**config.mk**
```make
export PLATFORM = sky130hd
export DESIGN_NAME = tms_sequencer
export DESIGN_NICKNAME = d
export VERILOG_FILES = /design/src/rtl/tms_sync.v /design/src/rtl/tms_sequencer.v
export VERILOG_INCLUDE_DIRS = /design/src /design/src/rtl
export SDC_FILE = /design/constraint.sdc
export NUM_CORES = 1
export LEC_CHECK = 0
export BUFFER_PORTS_ARGS = -buffer_cell sky130_fd_sc_hd__buf_4
export CORE_MARGIN = 2
export CORE_UTILIZATION = 45
export DETAILED_ROUTE_END_ITERATION = 8
export PLACE_DENSITY = 0.67
export SYNTH_ARGS = -nofsm -noshare
export SYNTH_HDL_FRONTEND = slang
export SYNTH_HIERARCHICAL = 1
export SYNTH_SLANG_ARGS = --single-unit
```
**constraint.sdc**
```tcl
create_clock -name clk_in -period 2.3 [get_ports clk_in]
set_input_delay 0.46 -clock clk_in [delete_from_list [all_inputs] [get_ports clk_in]]
set_output_delay 0.46 -clock clk_in [all_outputs]
set_load 0.02 [all_outputs]
```
**src/rtl/tms_regs.vh**
```
// Constants of the touch mode sequencer.
`ifndef TMS_REGS_VH
`define TMS_REGS_VH
`define TMS_SOFT_RESET_CODE   8'hde
`define TMS_OP_SELECT         4'h8
`define TMS_OP_CONVERT        4'h9
`define TMS_OP_MANUAL_AUTO_COMMAND        4'hb
`define TMS_OP_DETECT         4'hc
`define TMS_OP_TRIGGER        4'he
`define TMS_CHAN_SEQ          3'h7
`define TMS_NUM_CHAN          5
`define TMS_RATE_W            4
`define TMS_DLY_W             8
`define TMS_POR_CYCLES        16'h0040
`define TMS_RESET_HOLD        8'h04
`define TMS_RATE_UNIT_CYCLES  16'h0100
`define TMS_MODE_MANUAL       2'h0
`define TMS_MODE_AUTO         2'h1
`define TMS_MODE_DETECT       2'h2
`define TMS_MODE_TRIGGER      2'h3
`endif

```
**src/rtl/tms_sync.v**
```verilog
// Two flip-flop synchroniser for asynchronous level inputs.
`timescale 1ns/10ps
`default_nettype none
module tms_sync #(
    parameter WIDTH = 1
) (
    // Clock and reset
    input  wire             clk_in,
    input  wire             rst_n_in,
    // Data
    input  wire [WIDTH-1:0] async_in,
    output reg  [WIDTH-1:0] sync_out
);
    reg [WIDTH-1:0] meta_reg;

    always @(posedge clk_in)
    begin
        if (!rst_n_in)
        begin
            meta_reg <= {WIDTH{1'b0}};
            sync_out <= {WIDTH{1'b0}};
        end
        else
        begin
            meta_reg <= async_in;
            sync_out <= meta_reg;
        end
    end
endmodule // tms_sync
`default_nettype wire

```
**src/rtl/tms_sequencer.v**
```verilog
// Operating mode and reset sequencer of the touch controller.
`timescale 1ns/10ps
`default_nettype none
`include "tms_regs.vh"

// Functional notes
// - During power-up hold interrupt low, reset all state, ignore host traffic.
// - After power-up release, sit in manual mode with acquisition idle.
// - Writing soft reset code resets everything like the hardware reset pin.
// - Interrupt held low while hardware reset low, released once reset completes.
// - Manual/auto command picks manual at rate zero, automatic at nonzero rate outside touch modes.
// - Touch-detect mode senses touch, asserts interrupt and sets touch flag.
// - Touch-detect mode is left only by the manual mode command.
// - Touch-trigger mode converts on touch, then interrupts and sets conversion flag.
// - Touch-trigger mode is left only by the manual mode command.
// - Manual mode runs each command's task then idles.
// - Convert biases, waits settling delay, converts; select only biases.
// - Sequence code converts each masked channel with settling and bias removal.
// - Automatic mode acquires masked channels on touch and interrupts when done.
// - Automatic mode waits for full host read-out before next cycle.
// - Rate holds only if cycle time is below rate period.
// - Conditional bit set: new cycle and interrupt only on renewed touch.
// - Conditional bit clear: interrupt every cycle, mark invalid when untouched.
// - Conversion interrupt is released when the host reads channel data.
// - Touch flag clears when the host reads the status register.
// - Touch-trigger notifies only with touch and results, repeating as fast as possible.
// - Commands arriving while busy are discarded.
module tms_sequencer #(
    parameter NCHAN      = `TMS_NUM_CHAN,
    parameter POR_CYCLES = `TMS_POR_CYCLES,
    parameter RATE_UNIT  = `TMS_RATE_UNIT_CYCLES
) (
    // Clock and reset
    input  wire                   clk_in,
    input  wire                   rst_n_in,
    input  wire                   hard_reset_in_n,
    // Host command port (from SPI logic, same clock)
    input  wire                   cmd_valid_in,
    input  wire [7:0]             cmd_code_in,
    input  wire                   soft_reset_write_in,
    input  wire [7:0]             soft_reset_data_in,
    input  wire                   status_read_in,
    input  wire                   chan_read_done_in,
    // Configuration
    input  wire [`TMS_RATE_W-1:0] rate_in,
    input  wire [`TMS_DLY_W-1:0]  settling_delay_in,
    input  wire [NCHAN-1:0]       channel_mask_in,
    input  wire                   conditional_interrupt_bit_in,
    // Analog side
    input  wire                   touch_in,
    input  wire                   adc_done_in,
    output reg                    bias_en_out,
    output reg  [2:0]             bias_chan_out,
    output reg                    adc_start_out,
    output reg                    touch_sense_out,
    output reg                    data_invalid_out,
    // Status and host signals
    output reg                    interrupt_out_n,
    output reg                    touch_interrupt_flag_out,
    output reg                    conversion_interrupt_flag_out,
    output reg  [1:0]             mode_out,
    output reg                    busy_out,
    output reg                    spi_ready_out
);
    // ----------------------------------------------------------------
    // Input synchronisers
    // ----------------------------------------------------------------
    wire [1:0] pins_sync;
    tms_sync #(.WIDTH(2)) u_sync (
        .clk_in   (clk_in),
        .rst_n_in (rst_n_in),
        .async_in ({hard_reset_in_n, touch_in}),
        .sync_out (pins_sync)
    );
    wire hard_rst_n = pins_sync[1];
    wire touch      = pins_sync[0];

    localparam S_RESET  = 3'h0;
    localparam S_IDLE   = 3'h1;
    localparam S_SETTLE = 3'h2;
    localparam S_CONV   = 3'h3;
    localparam S_WAIT   = 3'h4;
    localparam S_READ   = 3'h5;

    function [2:0] next_chan;
        input [NCHAN-1:0] mask;
        input [2:0]       from;
        integer k;
        begin
            next_chan = 3'h7;
            for (k = NCHAN - 1; k >= 0; k = k - 1)
                if (mask[k] && k >= from)
                    next_chan = k[2:0];
        end
    endfunction

    reg [15:0]            por_cnt_reg;
    reg [7:0]             hold_cnt_reg;
    reg [2:0]             state_reg;
    reg [`TMS_DLY_W-1:0]  dly_cnt_reg;
    reg [19:0]            rate_cnt_reg;
    reg                   seq_reg;
    reg                   soft_req_reg;
    reg                   touch_seen_reg;
    wire [19:0] rate_period = rate_in * RATE_UNIT[15:0];

    // ----------------------------------------------------------------
    // Reset handling
    // ----------------------------------------------------------------
    wire soft_hit = soft_reset_write_in && (soft_reset_data_in == `TMS_SOFT_RESET_CODE)
                    && state_reg != S_RESET;
    wire in_reset = (por_cnt_reg != 16'h0000) || (hold_cnt_reg != 8'h00);
    wire cmd_ok   = cmd_valid_in && !in_reset && (state_reg == S_IDLE || state_reg == S_WAIT);
    wire [3:0] op = cmd_code_in[7:4];
    wire manual_cmd = cmd_ok && op == `TMS_OP_MANUAL_AUTO_COMMAND && rate_in == {`TMS_RATE_W{1'b0}};

    // ----------------------------------------------------------------
    // Mode lock
    // ----------------------------------------------------------------
    wire mode_locked = mode_out[1];
    wire mode_cmd_ok = !mode_locked ||
                       (rate_in == {`TMS_RATE_W{1'b0}});

    always @(posedge clk_in)
    begin
        if (!rst_n_in)
        begin
            por_cnt_reg  <= POR_CYCLES[15:0];
            hold_cnt_reg <= 8'h00;
            soft_req_reg <= 1'b0;
        end
        else
        begin
            soft_req_reg <= soft_hit;
            if (por_cnt_reg != 16'h0000)
                por_cnt_reg <= por_cnt_reg - 16'h0001;
            if (!hard_rst_n || soft_req_reg)
                hold_cnt_reg <= `TMS_RESET_HOLD;
            else if (hold_cnt_reg != 8'h00)
                hold_cnt_reg <= hold_cnt_reg - 8'h01;
        end
    end

    // ----------------------------------------------------------------
    // Mode and acquisition sequencer
    // ----------------------------------------------------------------
    always @(posedge clk_in)
    begin
        if (!rst_n_in || in_reset)
        begin
            state_reg                     <= S_RESET;
            mode_out                      <= `TMS_MODE_MANUAL;
            dly_cnt_reg                   <= {`TMS_DLY_W{1'b0}};
            rate_cnt_reg                  <= 20'h00000;
            seq_reg                       <= 1'b0;
            touch_seen_reg                <= 1'b0;
            bias_en_out                   <= 1'b0;
            bias_chan_out                 <= 3'h0;
            adc_start_out                 <= 1'b0;
            touch_sense_out               <= 1'b0;
            data_invalid_out              <= 1'b0;
            interrupt_out_n               <= 1'b0;
            touch_interrupt_flag_out      <= 1'b0;
            conversion_interrupt_flag_out <= 1'b0;
            busy_out                      <= 1'b1;
            spi_ready_out                 <= 1'b0;
        end
        else
        begin
            adc_start_out <= 1'b0;
            if (rate_cnt_reg != 20'h00000)
                rate_cnt_reg <= rate_cnt_reg - 20'h00001;
            if (status_read_in)
            begin
                touch_interrupt_flag_out <= 1'b0;
                if (!conversion_interrupt_flag_out)
                    interrupt_out_n <= 1'b1;
            end
            case (state_reg)
                S_RESET:
                begin
                    state_reg       <= S_IDLE;
                    interrupt_out_n <= 1'b1;
                    busy_out        <= 1'b0;
                    spi_ready_out   <= 1'b1;
                end
                S_IDLE:
                begin
                    touch_sense_out <= (mode_out != `TMS_MODE_MANUAL);
                    if (cmd_ok && (op == `TMS_OP_SELECT || op == `TMS_OP_CONVERT))
                    begin
                        seq_reg <= (cmd_code_in[2:0] == `TMS_CHAN_SEQ);
                        bias_chan_out <= (cmd_code_in[2:0] == `TMS_CHAN_SEQ) ?
                                         next_chan(channel_mask_in, 3'h0) : cmd_code_in[2:0];
                        bias_en_out <= 1'b1;
                        if (op == `TMS_OP_CONVERT &&
                            !(cmd_code_in[2:0] == `TMS_CHAN_SEQ && next_chan(channel_mask_in, 3'h0) == 3'h7))
                        begin
                            dly_cnt_reg <= settling_delay_in;
                            state_reg   <= S_SETTLE;
                            busy_out    <= 1'b1;
                        end
                    end
                    else if (cmd_ok && op == `TMS_OP_MANUAL_AUTO_COMMAND && mode_cmd_ok)
                    begin
                        mode_out <= (rate_in == {`TMS_RATE_W{1'b0}}) ? `TMS_MODE_MANUAL
                                                                      : `TMS_MODE_AUTO;
                        bias_en_out <= 1'b0;
                    end
                    else if (cmd_ok && op == `TMS_OP_DETECT && !mode_locked)
                        mode_out <= `TMS_MODE_DETECT;
                    else if (cmd_ok && op == `TMS_OP_TRIGGER && !mode_locked)
                        mode_out <= `TMS_MODE_TRIGGER;
                    else if (mode_out == `TMS_MODE_DETECT && touch && !touch_interrupt_flag_out)
                    begin
                        touch_interrupt_flag_out <= 1'b1;
                        interrupt_out_n          <= 1'b0;
                    end
                    else if (mode_out == `TMS_MODE_DETECT && !touch_interrupt_flag_out)
                        interrupt_out_n <= 1'b1;
                    else if (((mode_out == `TMS_MODE_TRIGGER && touch) ||
                              (mode_out == `TMS_MODE_AUTO && rate_cnt_reg == 20'h00000 &&
                               (touch || (!conditional_interrupt_bit_in && touch_seen_reg)) &&
                               !(conditional_interrupt_bit_in && touch_seen_reg && !touch)))
                             && next_chan(channel_mask_in, 3'h0) != 3'h7)
                    begin
                        seq_reg          <= 1'b1;
                        bias_chan_out    <= next_chan(channel_mask_in, 3'h0);
                        bias_en_out      <= 1'b1;
                        dly_cnt_reg      <= settling_delay_in;
                        rate_cnt_reg     <= rate_period;
                        data_invalid_out <= !touch;
                        touch_seen_reg   <= 1'b1;
                        state_reg        <= S_SETTLE;
                        busy_out         <= 1'b1;
                    end
                end
                S_SETTLE:
                begin
                    if (dly_cnt_reg == {`TMS_DLY_W{1'b0}})
                    begin
                        adc_start_out <= 1'b1;
                        state_reg     <= S_CONV;
                    end
                    else
                        dly_cnt_reg <= dly_cnt_reg - {{(`TMS_DLY_W-1){1'b0}}, 1'b1};
                end
                S_CONV:
                begin
                    if (adc_done_in)
                    begin
                        if (seq_reg && next_chan(channel_mask_in, bias_chan_out + 3'h1) != 3'h7
                            && bias_chan_out != 3'h7)
                        begin
                            bias_chan_out <= next_chan(channel_mask_in, bias_chan_out + 3'h1);
                            dly_cnt_reg   <= settling_delay_in;
                            state_reg     <= S_SETTLE;
                        end
                        else
                        begin
                            bias_en_out <= seq_reg ? 1'b0 : bias_en_out;
                            busy_out    <= 1'b0;
                            if (mode_out == `TMS_MODE_MANUAL)
                                state_reg <= S_IDLE;
                            else
                            begin
                                conversion_interrupt_flag_out <= 1'b1;
                                interrupt_out_n               <= 1'b0;
                                state_reg                     <= S_READ;
                            end
                        end
                    end
                end
                S_READ:
                begin
                    if (chan_read_done_in)
                    begin
                        conversion_interrupt_flag_out <= 1'b0;
                        interrupt_out_n               <= 1'b1;
                        state_reg                     <= S_WAIT;
                    end
                    else if (manual_cmd)
                        mode_out <= `TMS_MODE_MANUAL;
                end
                S_WAIT:
                begin
                    if (conditional_interrupt_bit_in && touch_seen_reg && !touch)
                        touch_seen_reg <= 1'b0;
                    state_reg <= S_IDLE;
                    if (manual_cmd)
                        mode_out <= `TMS_MODE_MANUAL;
                end
                default:
                    state_reg <= S_RESET;
            endcase
        end
    end
endmodule // tms_sequencer
`default_nettype wire

```
---- After elaboration in Yosys (flattened, before gate mapping) ----
Index checks and enable logic that the tools add are counted.
storage, ports and cells
  flip-flop bits (word level) ............. 76
  input port bits ......................... 43
  output and inout bits ................... 14
  logic and storage cells ................. 301
operators by class
  add/subtract/negate cells ............... 5
  magnitude comparators ................... 5
  equality and inequality tests ........... 54
  muxes and demuxes ....................... 127
  bitwise operators ....................... 8
  reduce and logical (&&, ||, !) cells .... 80
operators with widths
  operator                 count
  $mux W20                 9
  $mux W3                  47
  $mux W8                  11
  $mux W1                  43
  $ne A2 B2 Y1 const B     20
  $logic_and A1 B1 Y1      32
  $reduce_and A9 Y1        3
  $ne A3 B3 Y1 const B     8
  $pmux W8 S3              1
  $eq A4 B4 Y1 const B     5
  $logic_not A20 Y1        1
  $reduce_and A10 Y1       2
  $reduce_bool A20 Y1      1
  $sub A20 B1 Y20 const B  1
  $mux W2                  8
  $ne A4 B4 Y1 const B     4
  $reduce_bool A16 Y1      1
  $sub A16 B1 Y16 const B  1
  $sub A8 B1 Y8 const B    2
  $pmux W3 S5              1
  $eq A3 B3 Y1 const B     4
  $reduce_bool A2 Y1       6
  $reduce_bool A3 Y1       4
  $reduce_and A11 Y1       1
  31 further kinds         63

---- Longest topological paths before layout ----
  depth after elaboration ................. 23
  depth in mapped cells ................... 10
  mapped depth without buffers ............ 9

---- Modules after synthesis ----
Netlist, hierarchy kept.
by module, submodules not included
  module         instances  cells each  area an instance (um^2)  sequential area each (um^2)
  tms_sequencer  1          513         4176.5                   1441.4
  tms_sync       1          8           105.1                    80.1

---- Least setup slack after synthesis ----
OpenSTA, ideal clock, no wires.
  kind .................................... register to register
  from .................................... reg bias_chan_out[0]
  to ...................................... reg dly_cnt_reg[0]
  setup time .............................. 0.074 ns
  arrival time ............................ 2.485 ns
  data required time ...................... 2.226 ns
  slack ................................... -0.259 ns
  stages on the path, launching flop included .. 9
  path through ............................ dfxtp_1 ha_1 ha_1 a21boi_0 o31ai_1 a21oi_1 o22ai_4 or3b_1 a31oi_1
on the way
  cells in the longest elaborated chain, start to end .. 16
  elaborated cells on any way between the ends .. 25
  classes of those cells .................. add/sub (1); order compare (5); eq/ne (3); mux (8); reduce/logical (8)
ends and longest elaborated chain
  item                                     RTL line             RTL
  from (decl)                              tms_sequencer.v:53   output reg [2:0] bias_chan_out,
  from (signal assigned)                   tms_sequencer.v:193  bias_chan_out <= (cmd_code_in[2:0] == `TMS_CHAN_SEQ) ?
  from (signal assigned)                   tms_sequencer.v:228  bias_chan_out <= next_chan(channel_mask_in, 3'h0);
  from (signal assigned)                   tms_sequencer.v:255  bias_chan_out <= next_chan(channel_mask_in, bias_chan_out + 3'h1);
  $add A3 B1 Y3                            tms_sequencer.v:252  if (seq_reg && next_chan(channel_mask_in, bias_chan_out + 3'h1) != 3'h7
  $ge A3 B3 Y1                             tms_sequencer.v:92   if (mask[k] && k >= from)
  $logic_and A1 B1 Y1                      tms_sequencer.v:92
  $mux W2                                  tms_sequencer.v:92
  $mux W3 (4 in a row)                     tms_sequencer.v:92
  $mux W3                                  tms_sequencer.v:250  if (adc_done_in)
  $mux W3                                  tms_sequencer.v:179  case (state_reg)
  $mux W3                                  tms_sequencer.v:149  if (!rst_n_in || in_reset)
  $ne A3 B3 Y1                             tms_sequencer.v:252
  $logic_and A1 B1 Y1                      tms_sequencer.v:252
  $logic_and A1 B1 Y1 (*)                  tms_sequencer.v:253  && bias_chan_out != 3'h7)
  $ne A2 B2 Y1 (no source line) (*)        -
  $reduce_and A11 Y1 (no source line) (*)  -
  to (signal assigned)                     tms_sequencer.v:230  dly_cnt_reg <= settling_delay_in;
  to (signal assigned)                     tms_sequencer.v:246  dly_cnt_reg <= dly_cnt_reg - {{(`TMS_DLY_W-1){1'b0}}, 1'b1};
  to (signal assigned)                     tms_sequencer.v:256  dly_cnt_reg <= settling_delay_in;
  to (decl)                                tms_sequencer.v:100  reg [`TMS_DLY_W-1:0] dly_cnt_reg;
Every way passes the cells marked *; elsewhere a longest branch is shown, timed or not. The select of a mux whose other input is x is not followed.
A chain may end at the register's enable or synchronous reset.

---- Worst setup path in the final report ----
  from .................................... reg hold_cnt_reg[0]
  to ...................................... reg dly_cnt_reg[0]
on the way
  cells in the longest elaborated chain, start to end .. 9
  elaborated cells on any way between the ends .. 23
  classes of those cells .................. eq/ne (7); mux (2); reduce/logical (14)
ends and longest elaborated chain
  item                                    RTL line                                                       RTL
  from (decl)                             tms_sequencer.v:98                                             reg [7:0] hold_cnt_reg;
  from (signal assigned)                  tms_sequencer.v:138                                            hold_cnt_reg <= `TMS_RESET_HOLD;
  from (signal assigned)                  tms_sequencer.v:140                                            hold_cnt_reg <= hold_cnt_reg - 8'h01;
  $reduce_bool A8 Y1 (*)                  tms_sequencer.v:112                                            wire in_reset = (por_cnt_reg != 16'h0000) || (hold_cnt_reg != 8'h00);
  $logic_or A1 B1 Y1 (*)                  tms_sequencer.v:112
  $logic_not A1 Y1                        tms_sequencer.v:113                                            wire cmd_ok = cmd_valid_in && !in_reset && (state_reg == S_IDLE || state_reg == S_WAIT);
  $logic_and A1 B1 Y1 (2 in a row)        tms_sequencer.v:113
  $logic_and A1 B1 Y1 (no source line)    -
  $logic_and A1 B1 Y1 (on tied branches)  tms_sequencer.v:212, tms_sequencer.v:204, tms_sequencer.v:210
  $ne A3 B3 Y1 (no source line)           -
  $reduce_and A11 Y1 (no source line)     -
  to (signal assigned)                    tms_sequencer.v:199                                            dly_cnt_reg <= settling_delay_in;
  to (signal assigned)                    tms_sequencer.v:230
  to (signal assigned)                    tms_sequencer.v:246
Every way passes the cells marked *; elsewhere a longest branch is shown, timed or not.

==> impl_metrics.env <==
export IMPL_instances_no_fill=808
export IMPL_row_count=35
export IMPL_io_buffers=55
export IMPL_cp_arrival_ps=2760
export IMPL_drv_cap=0
export IMPL_p_int_uw=2560
export IMPL_yosys_area_top_type_share_pct=35.5
export IMPL_outcome="finished, violations left"
export IMPL_drc=0
export IMPL_syn_num_nets=575
export IMPL_postRouteAntennaNets=0
export IMPL_postLayoutSetupSlackWorst_ps=-183
export IMPL_dp_cells=779
export IMPL_vdd_drop_max_mv=0.785
export IMPL_cts_hold_buf=0
export IMPL_setup_viol=27
export IMPL_drv_slew=0
export IMPL_fill_cells=783
export IMPL_p_per_area_mw_per_mm2=575
export IMPL_grt_pass1_vias=4277
export IMPL_clock_path_buffers=2
export IMPL_worst_pin_slew_ps=512
export IMPL_critPathMaxStageDelay_ps=390
export IMPL_r2r_slack_ps=-180
export IMPL_pwr_share_comb_pct=31.9
export IMPL_syn_avg_cell_area_sq_um=8.22
export IMPL_io_pins=57
export IMPL_worst_setup_path_start_kind="flop"
export IMPL_max_slew_margin_rel_pct=65.9
export IMPL_area_growth_syn_to_layout_pct=46.7
export IMPL_multi_input_area_sq_mm=0.00303
export IMPL_end_kind="flop"
export IMPL_routed_top_layer="met4"
export IMPL_core_area_sq_mm=0.00924
export IMPL_fmax_mhz=403
export IMPL_finalNetCount=729
export IMPL_power_frac_clock_pct=27.7
export IMPL_dpl_hpwl_um=8350
export IMPL_clkTransAtPathRegs_ps=80
export IMPL_synth_seq_area_share_pct=35.5
export IMPL_synth_edff_count=0
export IMPL_routed_wl_um=11600
export IMPL_synthArstFlopShare_pct=0
export IMPL_netlist_area_sq_mm=0.00428
export IMPL_seqPwrFrac_pct=40.3
export IMPL_cts_sinks=76
export IMPL_grt_ovfl_total=0
export IMPL_grt_pass1_wl_um=19200
export IMPL_grt_use_total_pct=23.2
export IMPL_rsz0062_at_grt="yes"
export IMPL_ys_flop_type="dfxtp_1"
export IMPL_seqCellArea_sq_mm=0.00153
export IMPL_ys_types=66
export IMPL_cts_buffers=9
export IMPL_p_sw_share_pct=29.2
export IMPL_final_setup_tns_ps=-2470
export IMPL_start_util_pct=46.3
export IMPL_largest_register_ffs=20
export IMPL_synth_top_cells_by_area="dfxtp_1 36%, nor2_1 6.0%, xnor2_1 3.9%"
export IMPL_clkLatencyLatePin_ps=340
export IMPL_violations="negative setup slack"
export IMPL_cts_tree="yes"
export IMPL_antenna_found_initial=0
export IMPL_crit_fanout=6
export IMPL_path_class="flop to flop"
export IMPL_p_sw_uw=1060
export IMPL_yosysMostFrequentCell="dfxtp_1"
export IMPL_synth_top_area_cell="dfxtp_1"
export IMPL_route_met3_wl_um=326
export IMPL_dp_slack_ps=-233
export IMPL_viasPerCell=5.43
export IMPL_crit_chain="inv_2 -> ha_4 -> or3b_4 -> nor4_4 -> buf_4 -> and2_4 -> a41o_4 -> o22ai_4 -> or3b_1 -> a31oi_1"
export IMPL_antenna_cells=0
export IMPL_wl_met2_um=6080
export IMPL_grt_max_degree=27
export IMPL_wl_met1_um=4930
export IMPL_vias=4391
export IMPL_syn_inst=521
export IMPL_h_tree_depth=3
export IMPL_post_drt_wl_per_cell_um=14.3
export IMPL_synth_common_cells="76 x dfxtp_1, 68 x nor2_1, 43 x nand2_1"
export IMPL_die_w_um=102
export IMPL_place_gp_congestion=0.871
export IMPL_hold_path_class="primary input to flop"
export IMPL_final_util_pct=68.0
export IMPL_critPathRequiredTime_ps=2580
export IMPL_cts_root_buf="clkbuf_8"
export IMPL_drive_gt1_share_pct=40.8
export IMPL_fin_crit_ps=2480
export IMPL_hold_violations=0
export IMPL_synth_seq_cells=76
export IMPL_skew_ps=10.9
export IMPL_dieArea_sq_mm=0.0103
export IMPL_fin_hold_ws_ps=323
export IMPL_p_leak_uw=0.00251
export IMPL_die_y_um=102
export IMPL_first_pass_iters=4
export IMPL_slowest_stage="or3b_4"
export IMPL_yosysWarnings=6
export IMPL_finalCritPeriodShare_pct=108
export IMPL_drt_initial_drc_count=202
## cells by family (layout without fill, tap and decap cells)
group           Yosys count  count (layout)  share of synthesized area (%)
mux                       3               3                          0.701
compound gates          115             115                           18.9
simple gates            246             246                           31.2
xor+xnor                 33              33                           6.75
flops                    76              76                           35.5
fa+ha+maj                11              11                           3.21
buf+inv                  37             195                           3.68
## layer usage
metal	global-route usage [%]	up-vias
met5	0	-
met4	8.84	0
met3	4.49	23
met2	41.5	80
met1	27.1	2101
li1	-	2187
## final cells by class
type / count / area share [%]
Sequential cell: 76 / 24.4
Clock buffer: 10 / 2.19
Clock inverter: 5 / 0.837
Inverter: 20 / 1.20
Multi-Input combinational cell: 408 / 48.2
Timing Repair Buffer: 160 / 20.6
Tap cell: 129 / 2.57
## worst max-delay path, delay by kind of cell, from the launching register on
kind                     cells  cell delay, ps
flip-flops                   1             330
buffers and inverters        2             230
AO/OA/AOI/OAI                3             490
adder cells (fa/ha/maj)      1             120
AND/OR/NAND/NOR              4            1230
## cells in the final DEF (no fill, tap or decap), drive strengths merged, types with 4 or more instances in the layout
| cell | netlist | routed |
|---|---|---|
| or4 | 12 | 12 |
| a21o | 4 | 4 |
| nor2b | 4 | 4 |
| nor4 | 12 | 12 |
| a211oi | 11 | 11 |
| clkbuf | 12 | 11 |
| o22ai | 4 | 4 |
| xor2 | 14 | 14 |
| or3b | 5 | 5 |
| nand3 | 19 | 19 |
| o31ai | 6 | 6 |
| nor2 | 68 | 68 |
| a31oi | 9 | 9 |
| inv | 20 | 20 |
| dfxtp | 76 | 76 |
| xnor2 | 19 | 19 |
| nand2b | 6 | 6 |
| and3 | 5 | 5 |
| a21oi | 32 | 32 |
| or3 | 8 | 8 |
| nand2 | 45 | 45 |
| buf | 5 | 159 |
| o21ai | 22 | 22 |
| nand4b | 5 | 5 |
| ha | 11 | 11 |
| nor3 | 27 | 27 |
| and2 | 19 | 19 |
## path summary, 6_finish.rpt
path,startpoint,endpoint,cells after the start
worst min register to register,u_sync/meta_reg[1],u_sync/sync_out[1],1
worst max-delay path,hold_cnt_reg[0],dly_cnt_reg[0],10
worst min-delay path,touch_in,u_sync/meta_reg[0],2
worst max register to register,hold_cnt_reg[0],dly_cnt_reg[0],10
## repair_timing
item	in CTS	in global routing
buffers inserted	7	7
setup endpoints to repair	53	56
gates resized for setup	32	63
cloned	0	1
pin swaps	24	22
## power by group through the flow
stage | Combinational [uW] | Sequential [uW] | Clock [uW]
2_1_floorplan | 564 | 1500 | 0
3_3_place_gp | 978 | 1480 | 0
3_5_place_dp | 1010 | 1480 | 0
4_1_cts | 1090 | 1450 | 1030
5_1_grt | 1260 | 1470 | 1090
6_report | 1150 | 1460 | 1000
## per-stage QoR
stage	total power [uW]	area (sq um)
finish	3610	6280
global route	3810	6280
CTS	3570	5960
detailed placement	2490	5550
global placement	2450	5550
floorplan	2070	4360
Power figures use the tool's default switching activity.
